<file path="src/core/ccp_params.svh">
/*
  Constants for the control-channel proxy and status block: register
  offsets, field positions, reset values and timing figures.
  Assumes a 20 MHz core clock; included by bare name from the core files.
*/
// Behaviour
// RULE_01: two-bit code delays SDA output after SCL in 40 ns steps, 240 to 360 ns.
// RULE_02: remote-write block bit rejects far-end writes to local registers.
// RULE_03: remote-write block leaves far-end access to local I2C slaves untouched.
// RULE_04: watchdog speedup bit selects about 50 ms expiry, else about 1 s.
// RULE_05: watchdog disable bit stops idle detection and bus recovery completely.
// RULE_06: SDA high with no activity for the period marks the bus free.
// RULE_07: SDA low with no activity for the period drives nine SCL clocks.
// RULE_08: seven-bit peer address of zero disables all access to the far end.
// RULE_09: receive lock auto-loads the peer address unless the hold bit is set.
// RULE_10: hold bit keeps the written peer address and blocks auto-reload.
// RULE_11: software writing the peer address should also set the hold bit.
// RULE_12: alias-addressed transactions are forwarded with the remote target address instead.
// RULE_13: alias address of zero disables access to the remote target.
// RULE_14: sixteen-bit read-only back-channel CRC error count, low and high bytes.
// RULE_15: self-test error flag sets on CRC error, clears on link loss, restart, reset.
// RULE_16: status bit reads 1 while a valid pixel clock is seen.
// RULE_17: normal error flag sets on CRC error, clears on link loss or reset.
// RULE_18: status bit reads 1 while a cable link is seen, 0 is a fault.
// RULE_19: CRC reset bit clears the counters while 1; it does not self-clear.
`ifndef CCP_PARAMS_SVH
`define CCP_PARAMS_SVH

// register offsets
`define CCP_OFF_CFG 8'h04
`define CCP_OFF_BUS 8'h05
`define CCP_OFF_PEER 8'h06
`define CCP_OFF_TGT 8'h07
`define CCP_OFF_ALIAS 8'h08
`define CCP_OFF_CNT_LO 8'h0A
`define CCP_OFF_CNT_HI 8'h0B
`define CCP_OFF_STAT 8'h0C

// field positions
`define CCP_CRC_RST_BIT 5
`define CCP_SDA_DLY_HI 4
`define CCP_SDA_DLY_LO 3
`define CCP_WR_BLK_BIT 2
`define CCP_WD_FAST_BIT 1
`define CCP_WD_DIS_BIT 0
`define CCP_HOLD_BIT 0
`define CCP_ST_SELF 3
`define CCP_ST_PCLK 2
`define CCP_ST_DES 1
`define CCP_ST_LINK 0

// reset and fixed values
`define CCP_RST_BYTE 8'h00
`define CCP_RST_ADDR 7'h00
`define CCP_RST_CNT 16'h0000
`define CCP_CNT_MAX 16'hFFFF

// timing
`define CCP_CLK_NS 50
`define CCP_CLK_KHZ 20000
`define CCP_SDA_BASE_NS 240
`define CCP_SDA_STEP_NS 40
`define CCP_WD_LONG_MS 1000
`define CCP_WD_SHORT_MS 50
`define CCP_WD_PULSES 9
`define CCP_WD_HALF_NS 5000

`endif

</file>
<file path="src/core/ccp_pkg.sv">
/*
  Types shared by the control-channel proxy block.
  Assumes nothing of its surroundings.
*/
package ccp_pkg;
  // bus watchdog phases: watching, SCL held low, SCL released
  typedef enum logic [1:0] {ccp_wd_watch, ccp_wd_low, ccp_wd_high} ccp_wd_state_t;
  typedef logic [6:0] ccp_addr_t;
endpackage

</file>
<file path="src/core/ccp_sync2.sv">
/*
  Two-flop synchroniser for a bundle of independent levels.
  Assumes each bit changes slowly next to the sampling clock.
*/
module ccp_sync2 #(
  parameter int W = 1
) (
  // clock and reset
  input wire logic core_clk_in,
  input wire logic rst_b_in,
  // levels
  input wire logic [W-1:0] d_in,
  output logic [W-1:0] q_out
);
  logic [W-1:0] meta_reg;

  // first stage feeds only the second
  always_ff @(posedge core_clk_in or negedge rst_b_in)
  begin
    if (!rst_b_in)
    begin
      meta_reg <= '0;
      q_out <= '0;
    end
    else
    begin
      meta_reg <= d_in;
      q_out <= meta_reg;
    end
  end
endmodule

</file>
<file path="src/core/ccp_top.sv">
/*
  Control-channel proxy and status block: local I2C options (SDA delay,
  bus watchdog, remote-write block), peer and alias address handling,
  back-channel CRC error counting and link status.
  Assumes a decoded register port from the serial control bus slave on
  core_clk_in, and pins and link signals asynchronous to it.
*/
`include "ccp_params.svh"

module ccp_top #(
  parameter int WD_LONG_CYC = `CCP_WD_LONG_MS * `CCP_CLK_KHZ,
  parameter int WD_SHORT_CYC = `CCP_WD_SHORT_MS * `CCP_CLK_KHZ
) (
  // clock and reset
  input wire logic core_clk_in,
  input wire logic rst_b_in,
  // decoded register access
  input wire logic reg_wr_in,
  input wire logic reg_rd_in,
  input wire logic reg_remote_in,
  input wire logic [7:0] reg_addr_in,
  input wire logic [7:0] reg_wdata_in,
  output logic [7:0] reg_rdata_out,
  // local I2C pins
  input wire logic scl_in,
  input wire logic sda_in,
  input wire logic sda_low_req_in,
  output logic scl_out,
  output logic scl_oe_out,
  output logic sda_out,
  output logic sda_oe_out,
  output logic bus_free_out,
  // forwarding toward the far end
  input wire logic fwd_req_in,
  input wire logic [6:0] fwd_addr_in,
  output logic fwd_valid_out,
  output logic fwd_reject_out,
  output logic [6:0] fwd_addr_out,
  // link side
  input wire logic bc_clk_in,
  input wire logic bc_crc_err_in,
  input wire logic link_in,
  input wire logic rx_lock_in,
  input wire logic pclk_ok_in,
  input wire logic self_test_in,
  input wire logic [6:0] rx_peer_addr_in
);
  localparam int HALF_CYC = `CCP_WD_HALF_NS / `CCP_CLK_NS;

  logic [14:0] syn;
  logic bcc_s, crc_s, link_s, lock_s, pclk_s, stest_s, scl_s, sda_s;
  ccp_pkg::ccp_addr_t rxa_s;
  logic bcc_q, lock_q, stest_q, scl_q, sda_q;
  logic crc_rst_reg, wr_blk_reg, wd_fast_reg, wd_dis_reg, hold_reg;
  logic [1:0] sda_dly_reg;
  ccp_pkg::ccp_addr_t peer_addr_reg, tgt_reg, alias_reg;
  logic [15:0] cnt_reg;
  logic des_err_reg, stest_err_reg;
  logic wr_ok, bcc_rise, crc_ev, lock_rise, stest_rise, scl_fall, activity;
  ccp_pkg::ccp_wd_state_t wd_state_reg;
  logic [24:0] wd_cnt_reg, wd_lim;
  logic [7:0] half_reg;
  logic [3:0] pulse_reg, dly_cnt_reg, sda_cyc;
  logic dly_run_reg;

  // every pin and link input except sda_low_req_in crosses in one bundle
  ccp_sync2 #(.W(15)) u_sync (
    .core_clk_in(core_clk_in),
    .rst_b_in(rst_b_in),
    .d_in({bc_clk_in, bc_crc_err_in, link_in, rx_lock_in, pclk_ok_in, self_test_in,
           scl_in, sda_in, rx_peer_addr_in}),
    .q_out(syn)
  );
  assign {bcc_s, crc_s, link_s, lock_s, pclk_s, stest_s, scl_s, sda_s, rxa_s} = syn;

  // edge history; resets low like the synchroniser, so no false SCL fall after reset
  always_ff @(posedge core_clk_in or negedge rst_b_in)
  begin
    if (!rst_b_in)
    begin
      bcc_q <= 1'b0;
      lock_q <= 1'b0;
      stest_q <= 1'b0;
      scl_q <= 1'b0;
      sda_q <= 1'b0;
    end
    else
    begin
      bcc_q <= bcc_s;
      lock_q <= lock_s;
      stest_q <= stest_s;
      scl_q <= scl_s;
      sda_q <= sda_s;
    end
  end

  assign bcc_rise = bcc_s && !bcc_q;
  assign crc_ev = bcc_rise && crc_s;
  assign lock_rise = lock_s && !lock_q;
  assign stest_rise = stest_s && !stest_q;
  assign scl_fall = scl_q && !scl_s;
  assign activity = (scl_s != scl_q) || (sda_s != sda_q);

  // far-end writes dropped while blocked; forwarding is a separate path
  assign wr_ok = reg_wr_in && !(reg_remote_in && wr_blk_reg); // see RULE_02

  // configuration and address registers written by software
  always_ff @(posedge core_clk_in or negedge rst_b_in)
  begin
    if (!rst_b_in)
    begin
      crc_rst_reg <= 1'b0;
      sda_dly_reg <= 2'h0;
      wr_blk_reg <= 1'b0;
      wd_fast_reg <= 1'b0;
      wd_dis_reg <= 1'b0;
      tgt_reg <= `CCP_RST_ADDR;
      alias_reg <= `CCP_RST_ADDR;
    end
    else if (wr_ok)
    begin
      case (reg_addr_in)
        `CCP_OFF_CFG: crc_rst_reg <= reg_wdata_in[`CCP_CRC_RST_BIT]; // see RULE_19
        `CCP_OFF_BUS:
        begin
          sda_dly_reg <= reg_wdata_in[`CCP_SDA_DLY_HI:`CCP_SDA_DLY_LO];
          wr_blk_reg <= reg_wdata_in[`CCP_WR_BLK_BIT];
          wd_fast_reg <= reg_wdata_in[`CCP_WD_FAST_BIT];
          wd_dis_reg <= reg_wdata_in[`CCP_WD_DIS_BIT];
        end
        `CCP_OFF_TGT: tgt_reg <= reg_wdata_in[7:1];
        `CCP_OFF_ALIAS: alias_reg <= reg_wdata_in[7:1];
        default: ;
      endcase
    end
  end

  // peer address: software write beats the lock-time autoload
  always_ff @(posedge core_clk_in or negedge rst_b_in)
  begin
    if (!rst_b_in)
    begin
      peer_addr_reg <= `CCP_RST_ADDR;
      hold_reg <= 1'b0;
    end
    else if (wr_ok && reg_addr_in == `CCP_OFF_PEER)
    begin
      peer_addr_reg <= reg_wdata_in[7:1]; // see RULE_11
      hold_reg <= reg_wdata_in[`CCP_HOLD_BIT];
    end
    else if (lock_rise && !hold_reg) // see RULE_09 RULE_10
      peer_addr_reg <= rxa_s;
  end

  // register read data, unmapped offsets read zero
  always_ff @(posedge core_clk_in or negedge rst_b_in)
  begin
    if (!rst_b_in)
      reg_rdata_out <= `CCP_RST_BYTE;
    else if (reg_rd_in)
    begin
      case (reg_addr_in)
        `CCP_OFF_CFG: reg_rdata_out <= {2'h0, crc_rst_reg, 5'h00};
        `CCP_OFF_BUS: reg_rdata_out <= {3'h0, sda_dly_reg, wr_blk_reg, wd_fast_reg, wd_dis_reg};
        `CCP_OFF_PEER: reg_rdata_out <= {peer_addr_reg, hold_reg};
        `CCP_OFF_TGT: reg_rdata_out <= {tgt_reg, 1'b0};
        `CCP_OFF_ALIAS: reg_rdata_out <= {alias_reg, 1'b0};
        `CCP_OFF_CNT_LO: reg_rdata_out <= cnt_reg[7:0]; // see RULE_14
        `CCP_OFF_CNT_HI: reg_rdata_out <= cnt_reg[15:8]; // see RULE_14
        `CCP_OFF_STAT: reg_rdata_out <= {4'h0, stest_err_reg, pclk_s, des_err_reg, link_s}; // see RULE_16 RULE_18
        default: reg_rdata_out <= `CCP_RST_BYTE;
      endcase
    end
  end

  // error counter saturates rather than wrapping to a misleading small value
  always_ff @(posedge core_clk_in or negedge rst_b_in)
  begin
    if (!rst_b_in)
      cnt_reg <= `CCP_RST_CNT;
    else if (crc_rst_reg) // see RULE_19
      cnt_reg <= `CCP_RST_CNT;
    else if (crc_ev && cnt_reg != `CCP_CNT_MAX) // see RULE_14
      cnt_reg <= cnt_reg + 16'h0001;
  end

  // error flags; the level clear holds them low while it stands
  always_ff @(posedge core_clk_in or negedge rst_b_in)
  begin
    if (!rst_b_in)
    begin
      des_err_reg <= 1'b0;
      stest_err_reg <= 1'b0;
    end
    else
    begin
      if (crc_rst_reg || !link_s) // see RULE_17
        des_err_reg <= 1'b0;
      else if (crc_ev && !stest_s)
        des_err_reg <= 1'b1;
      if (crc_rst_reg || !link_s || stest_rise) // see RULE_15
        stest_err_reg <= 1'b0;
      else if (crc_ev && stest_s)
        stest_err_reg <= 1'b1;
    end
  end

  // watchdog expiry count per speed setting
  assign wd_lim = wd_fast_reg ? 25'(WD_SHORT_CYC - 1) : 25'(WD_LONG_CYC - 1); // see RULE_04

  // bus watchdog: idle detection and nine-clock recovery
  always_ff @(posedge core_clk_in or negedge rst_b_in)
  begin
    if (!rst_b_in)
    begin
      wd_state_reg <= ccp_pkg::ccp_wd_watch;
      wd_cnt_reg <= 25'h0000000;
      half_reg <= 8'h00;
      pulse_reg <= 4'h0;
      scl_oe_out <= 1'b0;
      bus_free_out <= 1'b0;
    end
    else if (wd_dis_reg) // see RULE_05
    begin
      wd_state_reg <= ccp_pkg::ccp_wd_watch;
      wd_cnt_reg <= 25'h0000000;
      half_reg <= 8'h00;
      pulse_reg <= 4'h0;
      scl_oe_out <= 1'b0;
      bus_free_out <= 1'b0;
    end
    else
    begin
      case (wd_state_reg)
        ccp_pkg::ccp_wd_watch:
        begin
          if (activity)
          begin
            wd_cnt_reg <= 25'h0000000;
            bus_free_out <= 1'b0;
          end
          else if (wd_cnt_reg == wd_lim)
          begin
            wd_cnt_reg <= 25'h0000000;
            if (sda_s)
              bus_free_out <= 1'b1; // see RULE_06
            else
            begin
              wd_state_reg <= ccp_pkg::ccp_wd_low; // see RULE_07
              scl_oe_out <= 1'b1;
              pulse_reg <= 4'h0;
              half_reg <= 8'h00;
            end
          end
          else if (!bus_free_out)
            wd_cnt_reg <= wd_cnt_reg + 25'h0000001;
        end
        ccp_pkg::ccp_wd_low:
        begin
          if (half_reg == 8'(HALF_CYC - 1))
          begin
            half_reg <= 8'h00;
            scl_oe_out <= 1'b0;
            wd_state_reg <= ccp_pkg::ccp_wd_high;
          end
          else
            half_reg <= half_reg + 8'h01;
        end
        ccp_pkg::ccp_wd_high:
        begin
          if (half_reg == 8'(HALF_CYC - 1))
          begin
            half_reg <= 8'h00;
            pulse_reg <= pulse_reg + 4'h1;
            // idle count was cleared at expiry and held through recovery, so the wait restarts cleanly
            if (pulse_reg == 4'(`CCP_WD_PULSES - 1)) // see RULE_07
              wd_state_reg <= ccp_pkg::ccp_wd_watch;
            else
            begin
              wd_state_reg <= ccp_pkg::ccp_wd_low;
              scl_oe_out <= 1'b1;
            end
          end
          else
            half_reg <= half_reg + 8'h01;
        end
        default: wd_state_reg <= ccp_pkg::ccp_wd_watch;
      endcase
    end
  end

  // SDA delay in cycles, least time rounded up
  assign sda_cyc = 4'((`CCP_SDA_BASE_NS + `CCP_SDA_STEP_NS * int'(sda_dly_reg)
                       + `CCP_CLK_NS - 1) / `CCP_CLK_NS); // see RULE_01

  // SDA drive follows the request a fixed time after each SCL fall
  always_ff @(posedge core_clk_in or negedge rst_b_in)
  begin
    if (!rst_b_in)
    begin
      dly_cnt_reg <= 4'h0;
      dly_run_reg <= 1'b0;
      sda_oe_out <= 1'b0;
    end
    else if (scl_fall)
    begin
      dly_cnt_reg <= sda_cyc - 4'h2; // loading takes one edge, update one more
      dly_run_reg <= 1'b1;
    end
    else if (dly_run_reg)
    begin
      if (dly_cnt_reg == 4'h0)
      begin
        sda_oe_out <= sda_low_req_in; // see RULE_01
        dly_run_reg <= 1'b0;
      end
      else
        dly_cnt_reg <= dly_cnt_reg - 4'h1;
    end
  end

  // pin data lines only ever pull low
  always_ff @(posedge core_clk_in or negedge rst_b_in)
  begin
    if (!rst_b_in)
    begin
      scl_out <= 1'b0;
      sda_out <= 1'b0;
    end
    else
    begin
      scl_out <= 1'b0;
      sda_out <= 1'b0;
    end
  end

  // forwarding decision; not gated by the remote-write block
  always_ff @(posedge core_clk_in or negedge rst_b_in)
  begin
    if (!rst_b_in)
    begin
      fwd_valid_out <= 1'b0;
      fwd_reject_out <= 1'b0;
      fwd_addr_out <= `CCP_RST_ADDR;
    end
    else
    begin
      fwd_valid_out <= 1'b0;
      fwd_reject_out <= 1'b0;
      if (fwd_req_in) // see RULE_03
      begin
        if (peer_addr_reg == `CCP_RST_ADDR) // see RULE_08
          fwd_reject_out <= 1'b1;
        else if (alias_reg != `CCP_RST_ADDR && fwd_addr_in == alias_reg) // see RULE_13
        begin
          fwd_valid_out <= 1'b1;
          fwd_addr_out <= tgt_reg; // see RULE_12
        end
        else if (fwd_addr_in == peer_addr_reg)
        begin
          fwd_valid_out <= 1'b1;
          fwd_addr_out <= fwd_addr_in;
        end
        else
          fwd_reject_out <= 1'b1;
      end
    end
  end
endmodule

</file>
<file path="config.mk">
export PLATFORM = sky130hd
export DESIGN_NAME = ccp_top
export DESIGN_NICKNAME = d
export VERILOG_FILES = /design/src/core/ccp_pkg.sv /design/src/core/ccp_sync2.sv /design/src/core/ccp_top.sv
export VERILOG_INCLUDE_DIRS = /design/src /design/src/core
export SDC_FILE = /design/constraint.sdc
export NUM_CORES = 1
export LEC_CHECK = 0
export ABC_AREA = 1
export BUFFER_PORTS_ARGS = -buffer_cell sky130_fd_sc_hd__buf_2
export CAP_MARGIN = 25
export CORE_MARGIN = 2
export CORE_UTILIZATION = 45
export CTS_BUF_LIST = sky130_fd_sc_hd__clkbuf_2 sky130_fd_sc_hd__clkbuf_4 sky130_fd_sc_hd__clkbuf_8
export DETAILED_ROUTE_END_ITERATION = 10
export PLACE_DENSITY = 0.71
export SYNTH_ARGS = -nofsm -noshare
export SYNTH_HDL_FRONTEND = slang
export SYNTH_SLANG_ARGS = --single-unit
</file>
<file path="constraint.sdc">
create_clock -name core_clk_in -period 2.15 [get_ports core_clk_in]
set_input_delay 0.43 -clock core_clk_in [delete_from_list [all_inputs] [get_ports core_clk_in]]
set_output_delay 0.43 -clock core_clk_in [all_outputs]
set_load 0.05 [all_outputs]
</file>
==> results.md <==
* Outcome: finished, final reports clean
* Slew Viols, Final at 0
* RSZ-0062 raised after global routing: false
* Fin. Hold Viols at 0
* Setup CP Type: flop to flop
* Synth top area share at 0.452
* Final Critical Period at 1.96 ns
* Synthesized flop and latch total at roughly 150
* Register area share after synthesis at 0.452
* Final design area excluding fillers at just over 0.009 mm2
* Worst hold path depth at 1
* Routed vias/inst at 5.13
* Clk sink count at approximately 150
* Die Y at ~140 um
* Clock Path Buffers at 2
* Root Driver: clkbuf_8
* Post-layout nets at 1,194
* Cell Pwr Density at approximately 700 mW/mm2
* Worst Hold Class: input pin to flop
* Slew margin rel. at 0.664
* Clock-pin slew on the worst setup and hold paths at around 0.090 ns
* Ratio of cells with drive above 1 in the final layout at 0.142
* Pleak at around 4.3 nW
* Total gr overflow at 0
* Endpoints failing setup at 0
* CORE AREA at 0.0174 mm2
* IO Port Bufs at 64
* I/O pins at 67
* Avg WL per Cell at about 14 um
* DR pass1 iterations at 5
* Fin crit share at 0.911
* Worst reg-to-reg path cell count at 11
* Power Total at about 0.0063 W
* Clock buffer count from CTS at 17
* Largest register FFs at 25
* Initial antenna violation count at 0
* Critical Path Source: wd_cnt_reg[0]$_DFFE_PN0P_
* Row count at 48
* FF-to-FF Start: wd_cnt_reg[0]$_DFFE_PN0P_
* CP Launch Type: flop
* Mapped Avg Cell Area at 7.68 um2
* CTS tree: yes
* Synth top area cells: dfrtp_1 45%, nand2_1 14%, inv_1 6.2%
* Most common cell after layout, fill and taps aside: nand2_1
* DRT antenna net count at 0
* Post-route DRC at 0
* Hold path start: rx_peer_addr_in[6]
* Total GRT Usage at 0.213
* Fmax at about 500 MHz
* Htree depth at 4
* YS warnings at 0
* Post-DP HPWL at approximately 14 mm
* Slew @ Worst Pin at roughly 0.5 ns
* Die Footprint at 0.0189 mm2
* Worst R2R Setup Slack at 0.19 ns
* Area of placed instances at between 0.008 and 0.009 mm2
* Area delta synth->final at 13.4%
* Maximum vdd ir drop at between 0.0003 and 0.0004 V
* Vias in the first global route at 6,596
* Area leader, netlist: dfrtp_1
* Synthesized netlist cell count at between 1,000 and 1,500
* # diodes at 0
* End of the worst hold path: u_sync.meta_reg[6]$_DFF_PN0_
* CP Capture Type: flop
* Critical Path AT at around 2.3 ns
* Worst EP required at 2.49 ns
* Max Cap Violations at 0
* Crit-path max FO at 20
* Filler cell count at around 1,700
* Synthesized area at 0.00804 mm2
* Worst-Skew Late Latency at between 0.4 and 0.5 ns
* Final setup skew at between 0.01 and 0.015 ns
* Die W at about 140 um
* Netlist cell types at 44
* Sum Neg Setup Slack at 0 ns
* Pin count of the biggest net entering global routing at 45
* First-pass GRT wire length at around 32 mm
* Postcts setup bufs at 0
* 1st-iter DRT viols at 624
* FF-to-FF End: wd_cnt_reg[24]$_DFFE_PN0P_
* Most frequent cells in the layout: 294 x nand2_1, 145 x dfrtp_1, 133 x inv_1
* Vias post-DR at around 7,000
* Routed wire length at 18.9 mm
* Routability congestion estimate at approximately 0.98
* Starting Density at 0.463
critical path, cell delays in order (launching register included):
cell	delay [ns]
dfrtp_1	0.43
ha_1	0.23
inv_1	0.08
nor3_4	0.18
nand2_1	0.08
nor2_2	0.17
nand2_2	0.12
nand3_2	0.10
nand2_4	0.05
buf_4	0.22
nand2_1	0.10
o21ai_2	0.05
per-stage QoR:
stage	setup slack [ns]	instances	hold slack, ns	util
2_1_floorplan	0.406	1047	0.134	-
3_3_place_gp	0.251	1335	0.333	0.500
3_5_place_dp	0.169	1335	0.335	0.500
4_1_cts	0.181	1368	0.0291	0.525
5_1_grt	0.0265	1368	0.0343	0.525
6_report	0.192	1368	0.0680	0.525
synthesized netlist by cell type (all sizes together):
cell type	number
nand2	299
dfrtp	145
inv	135
nor2	107
o21ai	101
nand3	66
nor3	29
nand4	27
a21oi	23
xor2	22
ha	19
buf	16
nor4	9
o221ai	9
xnor2	8
clkbuf	7
clkinv	4
o31ai	4
or2	3
a211oi	2
o211ai	2
a21boi	1
a22oi	1
a31oi	1
conb	1
mux2	1
nand3b	1
nor3b	1
o21bai	1
o22ai	1
metal layers:
metal  routed length (um)  up-vias  global-route usage
met5                    0        -                   0
met4                  519        0              0.0928
met3                 1010       40              0.0383
met2                 8590      234               0.337
met1                 8830     3190               0.288
li1                     -     3556                   -
report_power, final:
group | internal, W | switching [W] | leakage (nW)
registers | 0.00293 | 0.000166 | 1.90
logic | 0.000310 | 0.000603 | 2.22
clock network | 0.00111 | 0.00117 | 0.212
layout make-up:
class	count	area [um2]	area share
clock buffers	18	248	0.0272
clock inverters	14	170	0.0187
inverters	139	527	0.0578
multi-input cells	740	3730	0.409
flip-flops and latches	145	3630	0.398
well taps	225	282	0.0309
repair buffers	87	527	0.0578
worst max-delay path by stage:
| stage | endpoint | slack (ns) | depth (start not counted) |
|---|---|---|---|
| final | wd_cnt_reg[24]$_DFFE_PN0P_ | 0.19 | 11 |
| after detailed placement | peer_addr_reg[3]$_DFFE_PN0P_ | 0.17 | 9 |
| after global placement | peer_addr_reg[0]$_DFFE_PN0P_ | 0.25 | 9 |
| after floorplan | wd_cnt_reg[2]$_DFFE_PN0P_ | 0.41 | 11 |
| after global routing | wd_cnt_reg[5]$_DFFE_PN0P_ | 0.03 | 11 |
| after CTS | wd_cnt_reg[24]$_DFFE_PN0P_ | 0.18 | 11 |
repair_timing:
item | in CTS | in global routing
hold buffers | 1 | 0
resized for setup | 0 | 1
endpoints found under the hold margin | 39 | 0
setup endpoints to repair | 0 | 3
cells by family after synthesis:
| kind of cell | Yosys count | share of synthesized area |
|---|---|---|
| compound gates | 146 | 0.110 |
| xor+xnor | 30 | 0.0327 |
| fa+ha+maj | 19 | 0.0296 |
| buf+inv | 162 | 0.0846 |
| flops | 145 | 0.452 |
| mux | 1 | 0.00140 |
| other cells | 1 | 0.000467 |
| simple gates | 542 | 0.290 |
Note: power is estimated with default switching activity, not from simulation.
